$ cat src/verilog/rtc_pkg.sv
// Constants, types and register map of the RTC interrupt and drift block.
// Assumes an 8-bit register port and a 32-kHz reference on a pin.

package rtc_pkg;

	// ---------------------------------------------------------------
	// Register map
	// ---------------------------------------------------------------
	localparam logic [4:0] A_TC0  = 5'h00;
	localparam logic [4:0] A_AL0  = 5'h08;
	localparam logic [4:0] A_CTRL = 5'h10;
	localparam logic [4:0] A_STAT = 5'h11;
	localparam logic [4:0] A_ICTL = 5'h12;
	localparam logic [4:0] A_CLSB = 5'h13;
	localparam logic [4:0] A_CMSB = 5'h14;
	localparam logic [4:0] A_IST  = 5'h15;
	localparam logic [4:0] A_IMSK = 5'h16;

	localparam int CTRL_RUN  = 0;
	localparam int CTRL_COMP = 1;
	localparam int CTRL_LOAD = 2;
	localparam int IRQ_ALARM = 0;
	localparam int IRQ_TICK  = 1;

	// ---------------------------------------------------------------
	// Reset values and limits
	// ---------------------------------------------------------------
	localparam logic [47:0] RST_TC   = 48'h00_01_01_00_00_00;
	localparam logic [7:0]  SEC_MAX  = 8'h59;
	localparam logic [7:0]  HR_MAX   = 8'h23;
	localparam logic [7:0]  MON_MAX  = 8'h12;
	localparam logic [16:0] SUB_NOM  = 17'h08000;

	typedef enum logic [1:0] {
		PER_SEC,
		PER_MIN,
		PER_HOUR,
		PER_DAY
	} rtc_per_t;

	typedef struct packed {
		logic     hold_en;
		logic     alarm_en;
		logic     tick_en;
		rtc_per_t period;
	} rtc_ictl_t;

	localparam rtc_ictl_t RST_ICTL = 5'h00;

endpackage
$ cat src/verilog/rtc_irq_comp.sv
// Time keeping, alarm and tick events, once-a-minute drift compensation.
// Assumes osc32k and sleep_state are asynchronous pins; registers are
// reached over a plain strobe port on core_clk.

`timescale 1ns/1ps

module rtc_irq_comp
	import rtc_pkg::*;
(
	input  wire logic       core_clk,    // 20 MHz system clock
	input  wire logic       rst_n,       // Async reset, active low
	input  wire logic       osc32k,      // 32-kHz reference pin
	input  wire logic       sleep_state, // High while device in sleep
	input  wire logic [4:0] addr,        // Register index
	input  wire logic [7:0] wdata,       // Write data
	input  wire logic       wr,          // Write strobe
	input  wire logic       rd,          // Read strobe
	output logic      [7:0] rdata,       // Read data, cycle after rd
	output logic            irq          // Level interrupt
);

	// ---------------------------------------------------------------
	// Reset and pin synchronisers
	// ---------------------------------------------------------------
	logic       rst_m_r;
	logic       rst_s_n;
	logic [2:0] osc_r;
	logic [1:0] slp_r;

	always_ff @(posedge core_clk or negedge rst_n) begin
		if (!rst_n) begin
			rst_m_r <= 1'b0;
			rst_s_n <= 1'b0;
		end else begin
			rst_m_r <= 1'b1;
			rst_s_n <= rst_m_r;
		end
	end

	// Third stage only feeds the edge detector, never the first
	always_ff @(posedge core_clk or negedge rst_s_n) begin
		if (!rst_s_n) begin
			osc_r <= 3'h0;
			slp_r <= 2'h0;
		end else begin
			osc_r <= {osc_r[1:0], osc32k};
			slp_r <= {slp_r[0], sleep_state};
		end
	end

	wire tick32  = osc_r[1] & ~osc_r[2];
	wire sleep_s = slp_r[1];

	// ---------------------------------------------------------------
	// Register state
	// ---------------------------------------------------------------
	logic [5:0][7:0] tc_r;
	logic [5:0][7:0] al_r;
	logic [5:0][7:0] tc_adv;
	logic            run_r;
	logic            comp_en_r;
	logic            running_r;
	rtc_ictl_t       ictl_r;
	logic [15:0]     comp_r;
	logic [15:0]     sub_r;
	logic [1:0]      ist_r;
	logic [1:0]      imsk_r;
	logic            pend_r;
	logic            match_r;
	logic [7:0]      rd_mux;

	wire wr_ctrl = wr && (addr == A_CTRL);
	wire wr_ictl = wr && (addr == A_ICTL);
	wire wr_clsb = wr && (addr == A_CLSB);
	wire wr_cmsb = wr && (addr == A_CMSB);
	wire wr_ist  = wr && (addr == A_IST);
	wire wr_imsk = wr && (addr == A_IMSK);
	wire preload = wr_ctrl && wdata[CTRL_LOAD];

	// ---------------------------------------------------------------
	// BCD helpers
	// ---------------------------------------------------------------
	function automatic logic [7:0] bcd_inc(input logic [7:0] v);
		logic [7:0] r;
		r = 8'h00;
		if (v[3:0] == 4'h9)
			r = {v[7:4] + 4'h1, 4'h0};
		else
			r = {v[7:4], v[3:0] + 4'h1};
		return r;
	endfunction

	// BCD year divisible by four
	wire [3:0] yr_lo = tc_r[5][3:0];
	wire leap = tc_r[5][4]
		? (yr_lo == 4'h2 || yr_lo == 4'h6)
		: (yr_lo == 4'h0 || yr_lo == 4'h4 || yr_lo == 4'h8);

	wire [7:0] mon = tc_r[4];
	wire short_mon = (mon == 8'h04) || (mon == 8'h06) ||
		(mon == 8'h09) || (mon == 8'h11);
	wire [7:0] day_max = (mon == 8'h02) ? (leap ? 8'h29 : 8'h28)
		: (short_mon ? 8'h30 : 8'h31);

	// ---------------------------------------------------------------
	// Second counter with once-a-minute adjustment
	// ---------------------------------------------------------------
	// Adjusted window is the second running from second 1 to 2;
	// its length is re-read every cycle, so late writes still land.
	wire        adj_win = comp_en_r && (tc_r[0] == 8'h01);
	wire [16:0] comp_sx = {comp_r[15], comp_r};
	wire [16:0] sec_len = adj_win ? (SUB_NOM - comp_sx)
		: SUB_NOM;
	wire [16:0] sub_p1  = {1'b0, sub_r} + 17'h00001;
	wire        sec_end = running_r && tick32 && (sub_p1 >= sec_len);

	always_ff @(posedge core_clk or negedge rst_s_n) begin
		if (!rst_s_n)
			sub_r <= 16'h0000;
		else if (preload)
			sub_r <= comp_r;
		else if (sec_end)
			sub_r <= 16'h0000;
		else if (running_r && tick32)
			sub_r <= sub_p1[15:0];
	end

	// ---------------------------------------------------------------
	// Calendar advance
	// ---------------------------------------------------------------
	wire sec_wrap = tc_r[0] == SEC_MAX;
	wire min_wrap = sec_wrap && (tc_r[1] == SEC_MAX);
	wire hr_wrap  = min_wrap && (tc_r[2] == HR_MAX);
	wire day_wrap = hr_wrap && (tc_r[3] == day_max);
	wire mon_wrap = day_wrap && (tc_r[4] == MON_MAX);

	always_comb begin
		tc_adv = tc_r;
		tc_adv[0] = sec_wrap ? 8'h00 : bcd_inc(tc_r[0]);
		if (sec_wrap)
			tc_adv[1] = min_wrap ? 8'h00 : bcd_inc(tc_r[1]);
		if (min_wrap)
			tc_adv[2] = hr_wrap ? 8'h00 : bcd_inc(tc_r[2]);
		if (hr_wrap)
			tc_adv[3] = day_wrap ? 8'h01 : bcd_inc(tc_r[3]);
		if (day_wrap)
			tc_adv[4] = mon_wrap ? 8'h01 : bcd_inc(tc_r[4]);
		if (mon_wrap)
			tc_adv[5] = (tc_r[5] == 8'h99) ? 8'h00 : bcd_inc(tc_r[5]);
	end

	// Bus write to a field wins over the advance in the same cycle
	generate
		for (genvar i = 0; i < 6; i++) begin : g_field
			wire tc_wr = wr && (addr == A_TC0 + 5'(i));
			wire al_wr = wr && (addr == A_AL0 + 5'(i));
			always_ff @(posedge core_clk or negedge rst_s_n) begin
				if (!rst_s_n) begin
					tc_r[i] <= RST_TC[i*8 +: 8];
					al_r[i] <= RST_TC[i*8 +: 8];
				end else begin
					if (tc_wr)
						tc_r[i] <= wdata;
					else if (sec_end)
						tc_r[i] <= tc_adv[i];
					if (al_wr)
						al_r[i] <= wdata;
				end
			end
		end
	endgenerate

	// ---------------------------------------------------------------
	// Control registers
	// ---------------------------------------------------------------
	always_ff @(posedge core_clk or negedge rst_s_n) begin
		if (!rst_s_n) begin
			run_r     <= 1'b0;
			comp_en_r <= 1'b0;
			running_r <= 1'b0;
			ictl_r    <= RST_ICTL;
			comp_r    <= 16'h0000;
			imsk_r    <= 2'h0;
		end else begin
			running_r <= run_r;
			if (wr_ctrl) begin
				run_r     <= wdata[CTRL_RUN];
				comp_en_r <= wdata[CTRL_COMP];
			end
			if (wr_ictl)
				ictl_r <= rtc_ictl_t'(wdata[4:0]);
			// No shadowing: a half-written value is used as is
			if (wr_clsb)
				comp_r[7:0] <= wdata;
			if (wr_cmsb)
				comp_r[15:8] <= wdata;
			if (wr_imsk)
				imsk_r <= wdata[1:0];
		end
	end

	// ---------------------------------------------------------------
	// Events
	// ---------------------------------------------------------------
	wire match     = (tc_r == al_r);
	wire alarm_evt = ictl_r.alarm_en && match && !match_r;

	logic per_hit;
	always_comb begin
		case (ictl_r.period)
			PER_SEC:  per_hit = 1'b1;
			PER_MIN:  per_hit = sec_wrap;
			PER_HOUR: per_hit = min_wrap;
			PER_DAY:  per_hit = hr_wrap;
			default:  per_hit = 1'b0;
		endcase
	end

	wire tick_raw  = sec_end && per_hit && ictl_r.tick_en;
	wire hold      = sleep_s && ictl_r.hold_en;
	wire tick_fire = (tick_raw && !hold) ||
		(pend_r && !sleep_s);

	always_ff @(posedge core_clk or negedge rst_s_n) begin
		if (!rst_s_n) begin
			match_r <= 1'b0;
			pend_r  <= 1'b0;
		end else begin
			match_r <= match;
			if (tick_raw && hold)
				pend_r <= 1'b1;
			else if (!sleep_s)
				pend_r <= 1'b0;
		end
	end

	// ---------------------------------------------------------------
	// Interrupt status
	// ---------------------------------------------------------------
	// A new event in the clearing cycle keeps its flag set
	wire [1:0] ist_clr = wr_ist ? wdata[1:0] : 2'h0;
	wire [1:0] ist_set = {tick_fire, alarm_evt};

	always_ff @(posedge core_clk or negedge rst_s_n) begin
		if (!rst_s_n)
			ist_r <= 2'h0;
		else
			ist_r <= (ist_r & ~ist_clr) | ist_set;
	end

	assign irq = |(ist_r & imsk_r);

	// ---------------------------------------------------------------
	// Read port
	// ---------------------------------------------------------------
	always_comb begin
		rd_mux = 8'h00;
		if (addr < A_TC0 + 5'h06)
			rd_mux = tc_r[addr[2:0]];
		else if (addr >= A_AL0 && addr < A_AL0 + 5'h06)
			rd_mux = al_r[addr[2:0]];
		else begin
			case (addr)
				A_CTRL:  rd_mux = {6'h00, comp_en_r, run_r};
				A_STAT:  rd_mux = {7'h00, running_r};
				A_ICTL:  rd_mux = {3'h0, ictl_r};
				A_CLSB:  rd_mux = comp_r[7:0];
				A_CMSB:  rd_mux = comp_r[15:8];
				A_IST:   rd_mux = {6'h00, ist_r};
				A_IMSK:  rd_mux = {6'h00, imsk_r};
				default: rd_mux = 8'h00;
			endcase
		end
	end

	always_ff @(posedge core_clk or negedge rst_s_n) begin
		if (!rst_s_n)
			rdata <= 8'h00;
		else
			rdata <= rd ? rd_mux : 8'h00;
	end

	// ---------------------------------------------------------------
	// Assertions
	// ---------------------------------------------------------------
	a_alarm_sets: assert property (@(posedge core_clk)
		disable iff (!rst_s_n)
		alarm_evt |=> ist_r[IRQ_ALARM])
		else $error("alarm event did not set status");

	a_alarm_gated: assert property (@(posedge core_clk)
		disable iff (!rst_s_n)
		!ictl_r.alarm_en && !$past(ist_r[IRQ_ALARM]) && !wr_ist
		|-> !ist_r[IRQ_ALARM] || $past(alarm_evt))
		else $error("alarm flag set while alarm disabled");

	a_tick_enable: assert property (@(posedge core_clk)
		disable iff (!rst_s_n)
		sec_end && !ictl_r.tick_en && !pend_r |=> !pend_r)
		else $error("tick recorded while tick disabled");

	a_sleep_hold: assert property (@(posedge core_clk)
		disable iff (!rst_s_n)
		tick_raw && hold |=> pend_r)
		else $error("held tick not recorded in sleep");

	a_hold_deliver: assert property (@(posedge core_clk)
		disable iff (!rst_s_n)
		pend_r && !sleep_s |=> ist_r[IRQ_TICK] && !pend_r)
		else $error("pending tick not delivered after sleep");

	a_nominal_sec: assert property (@(posedge core_clk)
		disable iff (!rst_s_n)
		sec_end && !comp_en_r && !preload |-> sub_r >= 16'h7fff)
		else $error("second shorter than nominal count");

	a_adjust_len: assert property (@(posedge core_clk)
		disable iff (!rst_s_n)
		sec_end && tc_r[0] == 8'h01 && comp_en_r
		|-> {1'b0, sub_r} + 17'h1 >= SUB_NOM - comp_sx)
		else $error("adjusted second ended early");

	a_preload_val: assert property (@(posedge core_clk)
		disable iff (!rst_s_n)
		preload && !wr_clsb && !wr_cmsb |=> sub_r == $past(comp_r))
		else $error("preload did not load compensation value");

	a_run_status: assert property (@(posedge core_clk)
		disable iff (!rst_s_n)
		!run_r ##1 !run_r |-> !running_r ##1 $stable(sub_r) || $past(preload))
		else $error("halted clock still counting");

	a_alarm_bcd: assert property (@(posedge core_clk)
		disable iff (!rst_s_n)
		g_field[0].al_wr && wdata[3:0] <= 4'h9 |=> al_r[0][3:0] <= 4'h9)
		else $error("alarm seconds not held as written");

	a_irq_level: assert property (@(posedge core_clk)
		disable iff (!rst_s_n)
		ist_set[IRQ_TICK] && imsk_r[IRQ_TICK] && !wr_imsk |=> irq)
		else $error("unmasked tick did not raise interrupt");

endmodule

$ cat config.mk
export PLATFORM = sky130hd
export DESIGN_NAME = rtc_irq_comp
export DESIGN_NICKNAME = d
export VERILOG_FILES = /design/src/verilog/rtc_pkg.sv /design/src/verilog/rtc_irq_comp.sv
export SDC_FILE = /design/constraint.sdc
export NUM_CORES = 1
export LEC_CHECK = 0
export BUFFER_PORTS_ARGS = -buffer_cell sky130_fd_sc_hd__buf_2
export CAP_MARGIN = 10
export CORE_UTILIZATION = 45
export CTS_BUF_LIST = sky130_fd_sc_hd__clkbuf_16
export DETAILED_ROUTE_END_ITERATION = 10
export HOLD_SLACK_MARGIN = 0.05
export REMOVE_ABC_BUFFERS = 1
export SYNTH_ARGS = -nofsm -noshare
export SYNTH_HDL_FRONTEND = slang
export SYNTH_SLANG_ARGS = --single-unit
$ cat constraint.sdc
create_clock -name core_clk -period 6.4 [get_ports core_clk]
set_clock_uncertainty 0.15 [all_clocks]
set_input_delay 0.32 -clock core_clk [delete_from_list [all_inputs] [get_ports core_clk]]
set_output_delay 0.32 -clock core_clk [all_outputs]
set_load 0.01 [all_outputs]
; Word-level counts from Yosys, hierarchy flattened
; Index checks and enable logic that the tools add are counted.
[totals]
reg_bits = 157
in_bits = 19
out_inout_bits = 9
word_cells = 234
[op_classes]
add_sub_neg = 14
order_cmp = 5
n_eq_ne = 45
mux = 49
n_bitwise = 6
n_reduce_logical = 78
[ops]
columns = op, count
row1 = 8-bit two-way mux, 34
row2 = 8-bit one-hot mux with 7 select lines, 1
row3 = "4-bit by 1-bit adder with 4-bit output, second input constant", 12
row4 = 8-bit binary-select mux with 3-bit select, 2
row5 = 48-bit == test, 1
row6 = 16-bit two-way mux, 3
row7 = "5-bit == test, second input constant", 7
row8 = 1-bit logical AND, 35
row9 = "5-bit by 4-bit == test with 1-bit output, second input constant", 6
row10 = "4-bit == test, second input constant", 7
row11 = 2-bit nonzero test, 11
row12 = 3-bit nonzero test, 7
row13 = "16-bit by 1-bit adder with 17-bit output, second input constant", 1
row14 = 17-bit >= comparator, 1
row15 = 17-bit two-way mux, 1
row16 = "16-bit by 17-bit subtractor with 17-bit output, first input constant", 1
row17 = "8-bit by 3-bit == test with 1-bit output, second input constant", 2
row18 = "8-bit by 5-bit == test with 1-bit output, second input constant", 2
row19 = "8-bit by 7-bit == test with 1-bit output, second input constant", 2
row20 = 3-bit AND reduction, 5
row21 = 2-bit AND reduction, 6
row22 = "5-bit by 2-bit == test with 1-bit output, second input constant", 2
row23 = "5-bit by 3-bit == test with 1-bit output, second input constant", 2
row24 = "4-bit by 3-bit == test with 1-bit output, second input constant", 2
row25 = 30 further kinds, 44

; Longest topological paths before layout
[depth]
ltp_word = 13
depth_mapped = 17
depth_no_buf = 16

; Worst setup path before layout
; OpenSTA, ideal clock, no wires.
[synth_timing]
path_kind = register to register
start = register sub_r[0]
end = register tc_r[46] (netlist bit)
setup_ps = 87
arrival_ps = 4125
t_required_ps = 6163
path_slack_ps = 2039
path_stages_with_launch = 17
synth_period_minus_slack_ps = 4361
path_cell_list = dfrtp_1 > ha_1 > nand3_1 > nor3_1 > and3_1 > nand3_1 > nor2_1 > xor2_1 > ha_1 > and4_1 > nand2_1 > o21ai_1 > nand2_1 > or4b_1 > buf_2 > or4_1 > o211ai_1
[synth_between]
elab_chain_cells = 5
[synth_rtl]
columns = item, line
row1 = "start, declared", rtc_irq_comp.sv:65  ; logic [15:0] sub_r;
row2 = "start signal, assigned", rtc_irq_comp.sv:121  ; sub_r <= comp_r;
row3 = "start signal, assigned", rtc_irq_comp.sv:125  ; sub_r <= sub_p1[15:0];
row4 = 16-bit by 1-bit adder with 17-bit output, rtc_irq_comp.sv:114  ; wire [16:0] sub_p1 = {1'b0, sub_r} + 17'h00001;
row5 = 17-bit >= comparator, rtc_irq_comp.sv:115  ; wire sec_end = running_r && tick32 && (sub_p1 >= sec_len);
row6 = 1-bit logical AND, rtc_irq_comp.sv:115
row7 = 2-bit nonzero test (no line), -
row8 = 3-bit AND reduction (no line), -
row9 = "end signal, assigned by index", rtc_irq_comp.sv:159  ; tc_r[i] <= RST_TC[i*8 +: 8];
row10 = "end signal, assigned by index", rtc_irq_comp.sv:163  ; tc_r[i] <= wdata;
row11 = "end signal, assigned by index", rtc_irq_comp.sv:165  ; tc_r[i] <= tc_adv[i];
row12 = "end, declared", rtc_irq_comp.sv:57  ; logic [5:0][7:0] tc_r;
; No other way between the ends.
; A chain may end at the register's enable or synchronous reset.

; Worst setup path in the final report
[layout_timing]
start = register sub_r[0]
end = register tc_r[27] (netlist bit)
[layout_between]
elab_chain_cells = 5
[layout_rtl]
columns = item, line
row1 = 16-bit by 1-bit adder with 17-bit output, rtc_irq_comp.sv:114
row2 = 17-bit >= comparator, rtc_irq_comp.sv:115
row3 = 1-bit logical AND, rtc_irq_comp.sv:115
row4 = 2-bit nonzero test (no line), -
row5 = 2-bit AND reduction (no line), -
; No other way between the ends.

==> reports/metrics.yaml <==
clockRootBuffer: "clkbuf_16"
p_sw_frac: 0.367
async_flop_share: 1.00
synth_cells: 1061
syn2layout_area_growth_pct: 9.09
setup_viol: 0
required_ns: 6.58
gp_congestion: 0.943
fill_cells: 2079
core_region_area_mm2: 0.0219
die_h_um: 152
power.total_mw: 3.32
gr-usage-met2: 0.415
synth_area_per_cell_um2: 9.50
ir_drop_mv: 0.164
grt-busiest-layer: "met2"
power.density_mw_per_mm2: 302
cts_resized: 0
seqPwrFrac: 0.448
dp_hpwl_um: 20400
io_buffers: 27
grt_pass1_vias: 7744
p_comb_frac: 0.265
globalRouteOverflowTotal: 0
cts_max_path_buffers: 2
clkSinkCount: 157
hold_viol_final: 0
grt_usage: 0.266
hold_path_class: "in -> reg"
wl_um: 28800
finalSetupTns_ns: 0
met3_usage: 0.0416
clkTransAtPathRegs_ns: 0.07
cts_made_buffers: 17
drc: 0
synth.most_common_cell: "dfrtp_1"
drive_above_1_share: 0.157
synth_area_leaders: "dfrtp_1, mux2_2, xor2_1, ha_1, nor2_1"
first_pass_iters: 5
synth_edf_count: 0
ys.flop_type: "dfrtp_1"
die-area_mm2: 0.0230
tightest_slew_ns: 1.02
end_kind: "register"
syn_area_mm2: 0.0101
seq_area_frac_synth: 0.390
globalRouteMet1Util: 0.377
fin_crit_sh: 0.747
drt_iter0_markers: 682
power_switching_mw: 1.22
rsz0062_at_grt: "no"
die_x_um: 152
ys_warn_count: 0
via_count: 8184
cellInternalPower_mw: 2.10
slew_headroom: 0.314
viasPerCell: 6.04
clock_power_share: 0.288
start_util: 0.460
clk_latency_ns: 0.44
grt_pass1_wl_um: 45200
fmax_ghz: 0.209
finalCriticalPeriod_ns: 4.78
postCtsSetupBuffers: 0
h-tree-depth: 4
hold_ws_ns: 0.105
ys_ff_latch: 157
final_nets: 1116
status: "finished clean"
pin_count: 28
drv_slew: 0
crit_fanout: 20
synth_largest_area_cell: "dfrtp_1"
rows: 54
synth_top_area_share: 0.380
grt_start_max_net_pins: 74
synth_cell_types: 71
drt.antenna.violating_nets: 0
route.detailed.wl_per_inst_um: 21.3
arrival_ns: 4.95
insertedDiodeCount: 0
synth_commonest_cells: "dfrtp_1, nor2_1, nand2_1, mux2_2, a21oi_1"
start_kind: "register"
critPathKind: "reg -> reg"
p_leak_nw: 4.61
antenna_found_initial: 1
cts_tree: "yes"
maxCapViolations: 0
==> power groups by stage <==
stage	registers (mW)	logic, mW	clock network [mW]
3_3_place_gp	1.49	0.856	0
4_1_cts	1.48	0.882	0.971
3_5_place_dp	1.49	0.871	0
2_1_floorplan	1.40	0.650	0
6_report	1.49	0.878	0.955
5_1_grt	1.52	0.984	1.01
==> layout make-up <==
| cell class | count | area, µm² | share of cell area |
|---|---|---|---|
| Multi-Input combinational cell | 810 | 5770 | 0.525 |
| Inverter | 34 | 128 | 0.0116 |
| Timing Repair Buffer | 43 | 268 | 0.0244 |
| Clock buffer | 17 | 425 | 0.0387 |
| Clock inverter | 15 | 113 | 0.0102 |
| Sequential cell | 157 | 3940 | 0.358 |
| Tap cell | 280 | 350 | 0.0319 |
==> registers in the layout, indices dropped and copies added (netlist names) <==
name,cells
osc_r,3
slp_r,2
sub_r,16
rdata,8
match_r,1
ist_r,2
rst_m_r,1
tc_r,40
mon,8
pend_r,1
imsk_r,2
al_r,48
run_r,1
rst_s_n,1
comp_en_r,1
ictl_r,5
running_r,1
comp_r,16
==> cell usage in the layout (no fill, tap or decap), types with 10 or more instances in the layout <==
cell / synthesis / routed
a31oi_1: 19 / 19
mux4_2: 16 / 16
a21oi_1: 67 / 67
or3_1: 11 / 11
nand4_1: 13 / 13
mux2_2: 68 / 68
mux2i_1: 27 / 27
clkbuf_16: 0 / 17
buf_2: 3 / 27
buf_4: 1 / 11
o22ai_1: 15 / 14
nand3_1: 42 / 42
dfrtp_1: 153 / 152
nor2b_1: 18 / 18
nor2_1: 97 / 97
o211ai_1: 10 / 10
and3_1: 15 / 15
ha_1: 34 / 34
xor2_1: 63 / 63
nor4_1: 17 / 17
nor3_1: 17 / 17
inv_1: 34 / 34
xnor2_1: 17 / 17
o21ai_0: 37 / 37
nand2_1: 95 / 95
==> repair_timing <==
item                                    4_1_cts  5_1_grt
hold buffers                                  5        0
endpoints found under the setup margin        0        0
endpoints found under the hold margin        13        0
==> critical path, stage by stage, from the launching register on <==
cell and delay, ns:
dfrtp_1 0.43, ha_1 0.24, nand3_1 0.20, nor3_1 0.46, and3_1 0.31, nand3_1 0.18, nor2_1 0.27, and3_1 0.20
ha_1 0.25, and4_1 0.25, a221oi_1 0.41, o22ai_2 0.19, buf_4 0.28, a21oi_1 0.44, nor4_1 0.11, a221o_1 0.27
==> final timing paths <==
| check | from | endpoint | slack (ns) | cells past startpoint |
|---|---|---|---|---|
| setup reg to reg | sub_r[0] | tc_r[27] | 1.62 | 15 |
| hold reg to reg | rst_s_n | mon[0] | 0.14 | 0 |
| hold / removal | rd | rdata[3] | 0.10 | 2 |
| max in group asynchronous | rst_s_n | al_r[14] | 4.98 | 1 |
| setup / recovery | sub_r[0] | tc_r[27] | 1.62 | 15 |
| min in group asynchronous | rst_s_n | mon[0] | 0.14 | 0 |
==> per-stage QoR <==
| stage | instance area [µm²] | setup WS (ns) | std cells | utilization |
|---|---|---|---|---|
| final | 11000 | 1.62 | 1356 | 0.502 |
| after global routing | 11000 | 1.24 | 1356 | 0.502 |
| after CTS | 11000 | 1.69 | 1356 | 0.502 |
| after detailed placement | 10400 | 1.71 | 1319 | 0.475 |
| after global placement | 10400 | 1.88 | 1319 | 0.475 |
| after floorplan | 9820 | 1.22 | 1001 | - |
==> per-layer routing <==
metal / wire, µm / share of wire / vias up
met3: 1280 / 0.044 / 35
met1: 13500 / 0.47 / 4074
met4: 620 / 0.021 / 2
met5: 8 / 0.00028 / -
li1: - / - / 3862
met2: 13400 / 0.47 / 211
==> cells by family (layout without fill, tap and decap cells) <==
family / Yosys count / in the layout / synth area share
adder cells (fa/ha/maj): 34 / 34 / 0.0422
AND/OR/NAND/NOR: 374 / 374 / 0.188
AO/OA/AOI/OAI: 210 / 210 / 0.133
other: 1 / 1 / 0.000372
multiplexers: 111 / 111 / 0.139
flip-flops: 157 / 157 / 0.390
buffers and inverters: 94 / 109 / 0.0381
XOR/XNOR: 80 / 80 / 0.0695
No activity file was read; power rests on OpenSTA's default activity.
